File: config.mk
export PLATFORM = sky130hd
export DESIGN_NAME = rscc_course_ctrl
export DESIGN_NICKNAME = d
export VERILOG_FILES = /design/src/hdl/rscc_pkg.sv /design/src/hdl/rscc_course_ctrl.sv /design/src/hdl/rscc_selector_dec.sv
export VERILOG_INCLUDE_DIRS = /design/src /design/src/hdl
export SDC_FILE = /design/constraint.sdc
export NUM_CORES = 1
export LEC_CHECK = 0
export ABC_AREA = 1
export BUFFER_PORTS_ARGS = -buffer_cell sky130_fd_sc_hd__buf_2
export CORE_ASPECT_RATIO = 0.6
export CORE_UTILIZATION = 51
export CTS_CLUSTER_SIZE = 16
export DETAILED_ROUTE_END_ITERATION = 7
export GPL_TIMING_DRIVEN = 0
export PLACE_DENSITY = 0.69
export SETUP_SLACK_MARGIN = 0.02
export SYNTH_ARGS = -nofsm -noshare
export SYNTH_HDL_FRONTEND = slang
export SYNTH_SLANG_ARGS = --single-unit
File: constraint.sdc
create_clock -name ref_clk_in -period 11.9 [get_ports ref_clk_in]
set_clock_uncertainty 0.1 [all_clocks]
set_input_delay 1.19 -clock ref_clk_in [delete_from_list [all_inputs] [get_ports ref_clk_in]]
set_output_delay 1.19 -clock ref_clk_in [all_outputs]
set_load 0.01 [all_outputs]
File: src/hdl/rscc_defines.svh
// Constants for the rudder servo course control block.
// Assumes a 40 MHz system clock and a 10-bit rudder feedback converter.
`ifndef RSCC_DEFINES_SVH
`define RSCC_DEFINES_SVH

// Clock and timing, each time in its own unit
`define RSCC_CLK_PERIOD_NS   25
`define RSCC_SYNTH_STEP_US   1000
`define RSCC_FB_TIMEOUT_US   10000

// Compass circle
`define RSCC_DEG_LAST        9'h167
`define RSCC_DEG_ZERO        9'h000
`define RSCC_DEG_ONE         9'h001
`define RSCC_HALF_TURN       11'sh0b4
`define RSCC_FULL_TURN       11'sh168

// Rudder feedback converter codes for the valid current window
`define RSCC_FB_CODE_MIN     10'h055
`define RSCC_FB_CODE_MAX     10'h3aa
`define RSCC_FB_CODE_MID     11'sh200

// Demand sizing
`define RSCC_GAIN_SHIFT      4
`define RSCC_RUDDER_LIMIT    19'sh000c8
`define RSCC_POS_ONE         11'sh001
`define RSCC_CNT_ZERO        20'h00000
`define RSCC_CNT_ONE         20'h00001

`endif

File: src/hdl/rscc_pkg.sv
// Types and shared arithmetic of the rudder servo course control block.
// Assumes rscc_defines.svh is on the include path.
`include "rscc_defines.svh"

package rscc_pkg;

  typedef enum logic [1:0] {ST_STANDBY, ST_COMPUTE, ST_STEER} rscc_state_t;

  typedef struct packed {
    logic       valid;
    logic [8:0] deg;
  } rscc_course_t;

  typedef struct packed {
    logic       valid;
    logic [9:0] code;
  } rscc_adc_t;

  typedef struct packed {
    logic [1:0] a_s;
    logic [1:0] b_s;
    logic       a_d;
    logic       step;
    logic       up;
  } rscc_dec_regs_t;

  typedef struct packed {
    rscc_state_t        st;
    logic [1:0]         auto_s;
    logic [1:0]         nav_s;
    logic [8:0]         set_crs;
    logic [8:0]         hdg;
    logic signed [9:0]  err;
    logic [7:0]         gain;
    logic signed [10:0] dem;
    logic signed [10:0] fb_pos;
    logic signed [10:0] syn_pos;
    logic               fb_lost;
    logic [19:0]        tmo;
    logic [19:0]        stp;
    logic               stbd;
    logic               port;
  } rscc_regs_t;

  // One degree around the circle
  function automatic logic [8:0] rscc_step_course(logic [8:0] c, logic up);
    if (up)
      return (c == `RSCC_DEG_LAST) ? `RSCC_DEG_ZERO : c + `RSCC_DEG_ONE;
    else
      return (c == `RSCC_DEG_ZERO) ? `RSCC_DEG_LAST : c - `RSCC_DEG_ONE;
  endfunction

  // Signed shortest difference, set minus heading, in -179..180
  function automatic logic signed [9:0] rscc_course_err(logic [8:0] set_c, logic [8:0] hdg);
    logic signed [10:0] d;
    d = $signed({2'b00, set_c}) - $signed({2'b00, hdg});
    if (d > `RSCC_HALF_TURN)
      d = d - `RSCC_FULL_TURN;
    else if (d <= -`RSCC_HALF_TURN)
      d = d + `RSCC_FULL_TURN;
    return $signed(d[9:0]);
  endfunction

  // Error times gain, scaled and clamped to the rudder limit
  function automatic logic signed [10:0] rscc_size_demand(logic signed [9:0] e, logic [7:0] g);
    logic signed [18:0] p;
    p = e * $signed({1'b0, g});
    p = p >>> `RSCC_GAIN_SHIFT;
    if (p > `RSCC_RUDDER_LIMIT)
      p = `RSCC_RUDDER_LIMIT;
    else if (p < -`RSCC_RUDDER_LIMIT)
      p = -`RSCC_RUDDER_LIMIT;
    return $signed(p[10:0]);
  endfunction

endpackage

File: src/hdl/rscc_course_ctrl.sv
// Heading-hold rudder servo: set course, course error, rudder demand, drive outputs.
// Assumes heading, navigation course, gain and feedback codes come from same-clock logic.
`timescale 1ns/1ps
`include "rscc_defines.svh"

module rscc_course_ctrl
  import rscc_pkg::*;
#(
  parameter int unsigned SYNTH_STEP_CYC = (`RSCC_SYNTH_STEP_US * 1000) / `RSCC_CLK_PERIOD_NS,
  parameter int unsigned FB_TIMEOUT_CYC = (`RSCC_FB_TIMEOUT_US * 1000) / `RSCC_CLK_PERIOD_NS
)
(
  // Clock and reset
  input  wire logic          ref_clk_in,
  input  wire logic          arst_n_in,
  // Course selector and mode pins
  input  wire logic          sel_a_in,
  input  wire logic          sel_b_in,
  input  wire logic          auto_sel_in,
  input  wire logic          nav_sel_in,
  // Compass heading and navigation module course
  input  wire rscc_course_t  heading_in,
  input  wire rscc_course_t  nav_course_in,
  // Gain setting and rudder feedback converter
  input  wire logic [7:0]    rudder_gain_pot_in,
  input  wire rscc_adc_t     heading_feedback_adc_in,
  // Steering drives
  output logic               starboard_drive_out,
  output logic               port_drive_out,
  // Status
  output logic [8:0]         set_course_out,
  output logic signed [9:0]  course_error_out,
  output logic signed [10:0] rudder_demand_out,
  output logic               fb_lost_out
);

  rscc_regs_t         q;
  rscc_regs_t         n;
  logic               sel_step;
  logic               sel_up;
  logic               engaged;
  logic               fb_bad;
  logic signed [10:0] pos;

  ////////////////////////////////////////////////////////////////////////
  rscc_selector_dec u_dec (
    .ref_clk_in (ref_clk_in),
    .arst_n_in  (arst_n_in),
    .sel_a_in   (sel_a_in),
    .sel_b_in   (sel_b_in),
    .step_out   (sel_step),
    .up_out     (sel_up)
  );

  assign engaged = q.auto_s[1] | q.nav_s[1];
  assign fb_bad  = (heading_feedback_adc_in.code < `RSCC_FB_CODE_MIN) ||
                   (heading_feedback_adc_in.code > `RSCC_FB_CODE_MAX);
  assign pos     = q.fb_lost ? q.syn_pos : q.fb_pos;

  ////////////////////////////////////////////////////////////////////////
  always_comb begin
    n        = q;
    n.auto_s = {q.auto_s[0], auto_sel_in};
    n.nav_s  = {q.nav_s[0], nav_sel_in};

    if (heading_in.valid)
      n.hdg = heading_in.deg;

    // Set course: standby tracks heading so engaging keeps the present course
    if (!engaged)
      n.set_crs = q.hdg;
    else begin
      if (sel_step)
        n.set_crs = rscc_step_course(q.set_crs, sel_up);
      if (q.nav_s[1] && nav_course_in.valid)
        n.set_crs = nav_course_in.deg;
    end

    if (heading_feedback_adc_in.valid) begin
      n.tmo = `RSCC_CNT_ZERO;
      if (fb_bad)
        n.fb_lost = 1'b1;
      else
        n.fb_pos = $signed({1'b0, heading_feedback_adc_in.code}) - `RSCC_FB_CODE_MID;
    end else if (q.tmo == 20'(FB_TIMEOUT_CYC - 1))
      n.fb_lost = 1'b1;
    else
      n.tmo = q.tmo + `RSCC_CNT_ONE;

    // synthesized model starts from last good feedback
    if (!q.fb_lost)
      n.syn_pos = q.fb_pos;
    // fixed rudder speed, one count per step time
    else if (q.stbd || q.port) begin
      if (q.stp == 20'(SYNTH_STEP_CYC - 1)) begin
        n.stp     = `RSCC_CNT_ZERO;
        n.syn_pos = q.stbd ? q.syn_pos + `RSCC_POS_ONE : q.syn_pos - `RSCC_POS_ONE;
      end else
        n.stp = q.stp + `RSCC_CNT_ONE;
    end else
      n.stp = `RSCC_CNT_ZERO;

    case (q.st)
      ST_COMPUTE: begin
        n.gain = rudder_gain_pot_in;
        n.dem  = rscc_size_demand(q.err, rudder_gain_pot_in);
        n.st   = engaged ? ST_STEER : ST_STANDBY;
      end
      ST_STANDBY, ST_STEER: begin
        if (!engaged) begin
          n.st  = ST_STANDBY;
          n.dem = '0;
        end else if (heading_in.valid) begin
          n.err = rscc_course_err(q.set_crs, heading_in.deg);
          n.st  = ST_COMPUTE;
        end
      end
      default: n.st = ST_STANDBY;
    endcase

    // drive toward demand, release when equal, synthesized too
    // two drives, strict compare keeps them exclusive
    n.stbd = engaged && (q.st != ST_STANDBY) && (pos < q.dem);
    n.port = engaged && (q.st != ST_STANDBY) && (pos > q.dem);
  end

  always_ff @(posedge ref_clk_in or negedge arst_n_in) begin
    if (!arst_n_in)
      q <= '0;
    else
      q <= n;
  end

  // drives go straight to the junction unit
  assign starboard_drive_out = q.stbd;
  assign port_drive_out      = q.port;
  assign set_course_out      = q.set_crs;
  assign course_error_out    = q.err;
  assign rudder_demand_out   = q.dem;
  assign fb_lost_out         = q.fb_lost;
endmodule // rscc_course_ctrl

File: src/hdl/rscc_selector_dec.sv
// Course selector wheel decoder: two photoreflector pins in, step pulse and direction out.
// Assumes the pins are asynchronous; a step is one rising edge of channel A.
`timescale 1ns/1ps

module rscc_selector_dec
  import rscc_pkg::*;
(
  // Clock and reset
  input  wire logic ref_clk_in,
  input  wire logic arst_n_in,
  // Photoreflector pins
  input  wire logic sel_a_in,
  input  wire logic sel_b_in,
  // Decoded step
  output logic      step_out,
  output logic      up_out
);

  rscc_dec_regs_t q;
  rscc_dec_regs_t n;

  ////////////////////////////////////////////////////////////////////////
  always_comb begin
    n       = q;
    n.a_s   = {q.a_s[0], sel_a_in};
    n.b_s   = {q.b_s[0], sel_b_in};
    n.a_d   = q.a_s[1];
    n.step  = q.a_s[1] & ~q.a_d;
    n.up    = ~q.b_s[1];
  end

  always_ff @(posedge ref_clk_in or negedge arst_n_in) begin
    if (!arst_n_in)
      q <= '0;
    else
      q <= n;
  end

  assign step_out = q.step;
  assign up_out   = q.up;
endmodule // rscc_selector_dec

## After elaboration in Yosys (flattened, before gate mapping)

Cells that the tools add are included.

| cells by class | value |
|---|---|
| muxes and demuxes | 27 |
| equal/unequal tests | 12 |
| $lt $le $gt $ge | 8 |
| div/mod/pow operators | 0 |
| add/subtract/negate cells | 10 |
| bitwise operators | 5 |
| $mul | 1 |
| shift-type cells | 0 |
| reduce and logical (&&, ||, !) cells | 17 |

Operator list:

| cell | count |
|---|---|
| $mux W11 | 8 |
| $mux W20 | 3 |
| $mux W9 | 6 |
| $add A20 B1 Y20 const B | 2 |
| $pmux W11 S2 | 1 |
| $mux W21 | 1 |
| $eq A20 B16 Y1 const B | 1 |
| $eq A20 B19 Y1 const B | 1 |
| $mux W10 | 2 |
| $mul A10 B9 Y19 | 1 |
| $gt A15 B9 Y1 const B | 1 |
| $lt A15 B9 Y1 const B | 1 |
| $add A11 B2 Y11 const B | 1 |
| $gt A11 B11 Y1 | 1 |
| $lt A11 B11 Y1 | 1 |
| $sub A10 B10 Y11 const B | 1 |
| $sub A11 B2 Y11 const B | 1 |
| $add A10 B10 Y10 const B | 1 |
| $gt A10 B10 Y1 const B | 1 |
| $gt A10 B9 Y1 const B | 1 |
| $le A10 B9 Y1 const B | 1 |
| $lt A10 B7 Y1 const B | 1 |
| $sub A10 B10 Y10 const B | 1 |
| $sub A9 B9 Y10 | 1 |
| other kinds (23) | 40 |

| word-level totals | value |
|---|---|
| bits of input ports | 45 |
| bits in latches | 0 |
| bits in read-only memories | 0 |
| output and inout bits | 33 |
| RAM bits | 0 |
| memories | 0 |
| logic and storage cells | 99 |
| flip-flop bits (word level) | 117 |

## Logic depth before layout (Yosys ltp)

Gate-level depths: netlist (run 1).

| logic depth | value |
|---|---|
| word-level depth | 6 |
| mapped depth | 28 |
| mapped depth without buffers | 27 |

## Cells and area by module

Synthesis (run 1) repeated with hierarchy kept, for this count alone.

| second synthesis, totals | value |
|---|---|
| cell total of the unflattened synthesis | 1510 |
| area, all modules | 10928.0 µm² |

Modules (own cells, without submodules):

| module | cells each | area an instance (µm²) | sequential area each (µm²) | times used |
|---|---|---|---|---|
| rscc_course_ctrl | 1500 | 10739.0 | 2727.6 | 1 |
| rscc_selector_dec | 10 | 188.9 | 175.2 | 1 |

## Worst setup path after synthesis (run 1)

Ideal clock, no wire load.

| path | value |
|---|---|
| path kind | input -> register |
| start point | input rudder_gain_pot_in[2] |
| end point | register q (netlist bit rudder_demand_out[3]) |
| slack | 6.277 ns |
| arrival time | 5.406 ns |
| stages | 21 |
| buffers on the path | 1 |
| required time | 11.683 ns |
| setup time | 0.117 ns |
| path through | clkbuf_1 -> nand2_1 -> fa_1 -> inv_1 -> fa_1 -> inv_1 -> fa_1 -> fa_1 -> inv_1 -> ha_1 -> nand2_1 -> nand2_1 -> nand3_1 -> nand2_1 -> a21oi_1 -> nand2_2 -> xor2_2 -> o21bai_4 -> nand3_1 -> nand2_1 -> nand2_1 |

| on the way | value |
|---|---|
| longest elaborated chain between the ends | 5 |
| elaborated cells between the ends (all ways) | 6 |
| classes of those cells | 1 x mul; 2 x order compare; 3 x mux |

RTL lines:

| element | line | text |
|---|---|---|
| start, declared | rscc_course_ctrl.sv:25 | `input wire logic [7:0] rudder_gain_pot_in,` |
| $mul A10 B9 Y19 (*) | rscc_pkg.sv:67 | `p = e * $signed({1'b0, g});` |
| $lt A15 B9 Y1 (no line) | - |  |
| $mux W11 | rscc_pkg.sv:71 | `` else if (p < -`RSCC_RUDDER_LIMIT) `` |
| $mux W11 (*) | rscc_pkg.sv:69 | `` if (p > `RSCC_RUDDER_LIMIT) `` |
| $pmux W11 S2 (*) | rscc_course_ctrl.sv:103 | `case (q.st)` |
| end signal, assigned | rscc_course_ctrl.sv:131 | `q <= n;` |
| end, declared | rscc_course_ctrl.sv:37 | `rscc_regs_t q;` |

Mark *: on every way between the ends. The rest lies on a longest branch, timed or not.
A chain may end at the register's enable or synchronous reset.

## Final worst setup path (run 1)

Same ends and word-level chain as after synthesis.

==> results of run 1 <==
## flip-flops by register name, summed over array words and instances (netlist names)
register             cells
q                       74
rudder_demand_out       11
course_error_out        10
set_course_out           9
u_dec.n                  3
n                        2
u_dec.q                  2
fb_lost_out              1
port_drive_out           1
starboard_drive_out      1
u_dec.step_out           1
u_dec.up_out             1
## cell usage in the layout, fill, tap and decap left out, types with 3 or more instances in the layout
| cell | n |
|---|---|
| nor2_2 | 4 |
| nand3_1 | 94 |
| o22ai_1 | 10 |
| buf_2 | 71 |
| clkbuf_1 | 31 |
| nand2_1 | 397 |
| inv_1 | 322 |
| nor4_1 | 9 |
| or2_2 | 5 |
| xnor2_1 | 9 |
| inv_2 | 8 |
| bufinv_16 | 5 |
| o221ai_1 | 7 |
| clkinvlp_4 | 3 |
| clkbuf_16 | 17 |
| nand2_2 | 12 |
| fa_1 | 68 |
| nand3b_1 | 7 |
| dfrtp_1 | 116 |
| nor3_2 | 3 |
| o21ai_0 | 82 |
| o2111ai_1 | 3 |
| a21oi_1 | 48 |
| nand4_1 | 26 |
| nor2_1 | 67 |
| nor3_1 | 22 |
| o21ai_1 | 8 |
| a31oi_1 | 3 |
| clkbuf_8 | 3 |
| o211ai_1 | 14 |
| xor2_1 | 21 |
| buf_4 | 30 |
| ha_1 | 71 |
## final cells by class
| cell class | count | area [sq um] |
|---|---|---|
| antenna | 2 | 5.00 |
| buffer | 63 | 353 |
| clock buffer | 23 | 478 |
| clock inverter | 8 | 173 |
| fill | 1972 | 8700 |
| inverter | 332 | 1250 |
| multi-input combinational | 1016 | 6500 |
| sequential | 116 | 2900 |
| tap | 279 | 349 |
| timing repair buffer | 70 | 379 |
## worst register-to-register path, delay by kind of cell, from the launching register on
family	cells	cell delay, ns
AND/OR/NAND/NOR	11	1.31
flip-flops	1	0.38
buffers and inverters	4	0.74
AO/OA/AOI/OAI	1	0.23
adder cells (fa/ha/maj)	5	2.62
## metal layers
metal	track usage (%)	share of wire, %	up-vias
met1	42.3	54	4624
met4	4.66	0.51	0
met2	34.7	38	325
met3	5.97	7.4	11
met5	0	0	-
li1	-	-	4945
## synthesized netlist by cell type (2+ instances only)
master	count	share of area (%)
nand2_1	397	14
inv_1	322	11
dfrtp_1	116	26
nand3_1	94	4.3
o21ai_0	82	3.7
ha_1	71	8.1
fa_1	68	12
nor2_1	67	2.3
a21oi_1	48	2.2
buf_4	30	2.0
clkbuf_1	28	0.96
nand4_1	26	1.5
nor3_1	22	1.0
xor2_1	21	1.7
o211ai_1	14	0.96
nand2_2	12	0.68
o22ai_1	10	0.57
nor4_1	9	0.51
xnor2_1	9	0.72
inv_2	8	0.27
o21ai_1	8	0.36
nand3b_1	7	0.48
o221ai_1	7	0.56
or2_2	5	0.28
nor2_2	4	0.23
a31oi_1	3	0.17
buf_2	3	0.14
nor3_2	3	0.27
o2111ai_1	3	0.24
a211oi_1	2	0.14
a21oi_2	2	0.16
a221oi_1	2	0.16
buf_1	2	0.068
clkinv_1	2	0.068
nand3_2	2	0.18
o21bai_1	2	0.14
## worst min path at each step
stage	depth (start not counted)	end	slack, ns	startpoint
2_1_floorplan	0	q[113]	0.23	n[113]
3_3_place_gp	0	q[115]	0.23	n[115]
3_5_place_dp	0	q[115]	0.23	n[115]
4_1_cts	0	q[115]	0.25	n[115]
5_1_grt	0	q[115]	0.25	n[115]
6_report	0	q[115]	0.25	n[115]
## logic make-up (layout without fill, tap and decap cells)
group,Yosys count,after routing,synth area share (%)
compound gates,193,193,10.3
xor+xnor,31,31,2.54
fa+ha+maj,139,139,20.5
buf+inv,395,496,14.5
flops,116,116,26.4
other cells,0,2,0
simple gates,653,653,25.8
## per-stage QoR
| step | utilization (%) | cell area, sq um | setup WS, ns | std cells |
|---|---|---|---|---|
| final | 58.7 | 12400 | 6.06 | 1909 |
| after global routing | 58.7 | 12400 | 5.69 | 1907 |
| after CTS | 58.7 | 12400 | 6.11 | 1907 |
| after detailed placement | 55.6 | 11700 | 5.67 | 1876 |
| after global placement | 55.5 | 11700 | 5.73 | 1875 |
| after floorplan | - | 11000 | 6.28 | 1527 |
==> impl_metrics.toml, run 1 <==
[floorplanning]
chipHeight_um = 116
pin_count = 78
core_region_area_sq_um = 21100
dieArea_sq_um = 22200
start_util_pct = 52.2
std_cell_rows = 41
floorplan.die.width_um = 192

[synthesis]
ys_seq_elements = 116
cell_count_after_synthesis = 1527
postSynthNetCount = 1711
netlist_area_sq_um = 11000
share_of_flip_flops_with_an_asynchronous_set_or_reset_after_synthesis_pct = 100
synth.lib_cells_used.distinct = 52
syn_area_per_cell_sq_um = 7.20
sequential_fraction_of_the_synthesis_area_pct = 26.4
yosys_warnings = 0
synth_top_flop_cell = "dfrtp_1"
synth_enable_flop_cells = 0

[grt]
grt.total_usage_pct = 26.1
antenna_found_initial = 2
first_global_vias = 8988
grt_max_degree = 74
grt_remaining_overflow = 0
first_pass_grt_wire_length_mm = 45.4

[placed_design]
hpwlAfterDp_mm = 22.0
gp_congestion = 0.930
io_buffers = 69

[clock_tree]
cts_htree_levels = 4
post_cts.repair.setup_buffers = 0
cts_max_path_buffers = 2
cts_root_buf = "clkbuf_16"
tritoncts.num_buffers = 17
cts_resized = 0
cts.sink_count = 116
clock_tree_from_tritoncts = "done"
clock_insertion_delay_worst_skew_ns = 0.42
cts_hold_repair.buffers = 0
clk_transition_reported_paths_ns = 0.06

[outcome]
status = "complete, no violations"

[timing]
number_of_hold_violations_in_the_final_report = 0
worst-slew-pin-transition_ns = 0.858
setup_violations = 0
period_minus_slack_ns = 5.84
layout_worst_path_cycle_share_pct = 49.1
grt_setup_unrepaired = "no"
fmaxAchievable_mhz = 171
maxSlewViolCount = 0
timing.max_slew.rel_slack_pct = 42.2
tns_ns = 0
hold_ws_ns = 0.248

[worst_setup_path]
critical_path.max_fanout = 10
end_kind = "flop"
endpoint_of_the_worst_setup_timing_path = "rudder_demand_out[3]"
cpLargestDelayFamily = "adder cells"
worst_stage_delay_on_the_critical_path_ns = 0.63
worst_path_most_repeated_cell = "nand2_1"
reg2reg_to = "rudder_demand_out[3]"
critPathKind = "input pin to flop"
cells_along_the_critical_path = "clkbuf_1 -> nand2_1 -> fa_1 -> inv_1 -> fa_1 -> inv_1 -> fa_1 -> fa_1 -> inv_1 -> ha_1 -> nand2_1 -> nor2_1 -> nand3_1 -> nand3_1 -> nand2_1 -> nand2_1 -> nand4_2 -> o21bai_4 -> nand3_1 -> nand2_1 -> nand2_1"
setup.worst_path.start = "rudder_gain_pot_in[2]"
path_buf_inv = 4
worst_path_max_delay_cell = "fa_1"
worstPathRequired_ns = 12.11
critical_path_depth = 21
worstRegToRegCells = 21
register_to_register_setup_slack_ns = 6.41
critPathArrivalTime_ns = 6.05
worst_r2r_startpoint = "course_error_out[9]"
startpoint_type_of_the_worst_setup_path = "input pin"

[layout]
total_nets_final = 1800
syn2layout_area_growth_pct = 12.6
layout-drive-gt1-share_pct = 10.7

[drt]
drt_drc_violations_left = 0
detailroute.via_count = 9905
route.detailed.wl_per_inst_um = 14.4
drt.antenna.violating_nets = 0
detailedRoute.firstPassIterationCount = 5
vias_per_cell = 5.19
drtIter0Drc = 838
route.final.wire_length_mm = 27.4

[hold_path]
hold_path.class = "flop to flop"

[job]
max_cap_viol_count = 0
Power of run 1 is left out: the tool's default activity adds up to more than one toggle a clock period on the data nets, which glitch-free logic cannot reach.
==> run 2, diff against run 1 <==
- clock period: 11.9 -> 5.9 ns (I/O delays scaled with it)
==> impl_metrics.toml, run 2 (synthesized netlist as in run 1, its figures left out) <==
[timing]
hold_ws_ns = -0.0102
number_of_hold_violations_in_the_final_report = 7
maxSlewViolCount = 0
timing.max_slew.rel_slack_pct = 41.0
tns_ns = 0
worst-slew-pin-transition_ns = 0.876
period_minus_slack_ns = 5.29
setup_violations = 0
fmaxAchievable_mhz = 189
layout_worst_path_cycle_share_pct = 89.7
grt_setup_unrepaired = "no"

[hold_path]
hold_path.class = "input pin to asynchronous set/reset pin"

[job]
max_cap_viol_count = 0

[drt]
detailedRoute.firstPassIterationCount = 5
detailroute.via_count = 9907
drt.antenna.violating_nets = 0
route.final.wire_length_mm = 27.4
route.detailed.wl_per_inst_um = 14.3
drtIter0Drc = 868
vias_per_cell = 5.19
drt_drc_violations_left = 0

[floorplanning]
start_util_pct = 52.2
pin_count = 78
floorplan.die.width_um = 192
chipHeight_um = 116
std_cell_rows = 41
core_region_area_sq_um = 21100
dieArea_sq_um = 22200

[clock_tree]
post_cts.repair.setup_buffers = 0
clock_tree_from_tritoncts = "done"
clock_insertion_delay_worst_skew_ns = 0.42
cts_max_path_buffers = 2
tritoncts.num_buffers = 17
cts_root_buf = "clkbuf_16"
clk_transition_reported_paths_ns = 0.06
cts.sink_count = 116
cts_htree_levels = 4
cts_hold_repair.buffers = 0

[worst_setup_path]
startpoint_type_of_the_worst_setup_path = "flop"
reg2reg_to = "rudder_demand_out[3]"
critical_path.max_fanout = 10
worstPathRequired_ns = 6.11
end_kind = "flop"
critPathArrivalTime_ns = 5.50
worst_r2r_startpoint = "course_error_out[9]"
critPathKind = "flop to flop"
setup.worst_path.start = "course_error_out[9]"
worstRegToRegCells = 20
register_to_register_setup_slack_ns = 0.61
endpoint_of_the_worst_setup_timing_path = "rudder_demand_out[3]"

[grt]
grt_max_degree = 74
first_global_vias = 8988
antenna_found_initial = 2
first_pass_grt_wire_length_mm = 45.4
grt_remaining_overflow = 0
grt.total_usage_pct = 26.1

[layout]
total_nets_final = 1799
register_bank_with_the_most_flops = "q"
max_ffs_per_register = 74
fillCellCount = 1971
layout-drive-gt1-share_pct = 10.7
final_cell_mix = "nand2_1, inv_1, dfrtp_1, nand3_1, o21ai_0"
leading_cell_type_in_the_layout_fill_and_taps_excluded = "nand2_1"
syn2layout_area_growth_pct = 12.5

[outcome]
violations_in_the_final_reports = "hold timing"
status = "finished with violations"

[placed_design]
gp_congestion = 0.930
io_buffers = 69
hpwlAfterDp_mm = 22.0
==> run 2: changes by cell type in the layout (fill, tap and decap cells not counted), sizes merged <==
cell    before  now
clkbuf      51   50
==> run 2: what timing repair did <==
| item | 4_1_cts | 5_1_grt |
|---|---|---|
| resized for setup | 0 | 0 |
| hold endpoints to repair | 0 | 0 |
| endpoints found under the setup margin | 0 | 4 |
==> run 2: routing by layer <==
metal	global-route usage [%]	part of all wire [%]	up-vias
met2	34.7	38	347
li1	-	-	4954
met5	0	0	-
met4	4.66	0.64	0
met3	5.97	7.8	15
met1	42.3	53	4591
==> run 2: critical path: stages, from the launching register on <==
cell and delay (ns):
dfrtp_1 0.61, nand2_1 0.22, fa_1 0.58, inv_1 0.18
fa_1 0.63, inv_1 0.11, fa_1 0.51, fa_1 0.54
inv_1 0.05, ha_1 0.35, nand2_1 0.13, nor2_1 0.15
nand3_1 0.16, nand3_1 0.10, nand2_1 0.05, nand2_1 0.11
nand4_2 0.15, o21bai_4 0.23, nand3_1 0.10, nand2_1 0.07
nand2_1 0.05
==> run 2: worst min path at each step <==
stage	endpoint	slack, ns
3_5_place_dp	q[115]	0.23
3_3_place_gp	q[115]	0.23
5_1_grt	rudder_demand_out[6]	0.02
6_report	rudder_demand_out[6]	-0.01
2_1_floorplan	course_error_out[0]	0.19
4_1_cts	rudder_demand_out[6]	0.0004
==> run 2: area by class of cell <==
type	instances	area, sq um	area share [%]
tap	279	349	2.82
clock inverter	8	173	1.39
clock buffer	23	478	3.86
buffer	62	349	2.82
antenna	2	5.00	0.0404
sequential	116	2900	23.4
multi-input combinational	1016	6500	52.5
timing repair buffer	70	379	3.06
inverter	332	1250	10.1
==> run 2: per-stage QoR <==
stage / cell area, sq um / util [%] / cells / setup WS [ns] / hold slack (ns)
finish: 12400 / 58.7 / 1908 / 0.608 / -0.0102
global route: 12400 / 58.7 / 1906 / 0.197 / 0.0176
CTS: 12400 / 58.7 / 1907 / 0.436 / 0.000416
detailed placement: 11700 / 55.6 / 1876 / 0.271 / 0.235
global placement: 11700 / 55.5 / 1875 / 0.326 / 0.233
floorplan: 11000 / - / 1527 / 0.877 / 0.194
Power of run 2 is left out for the same reason.
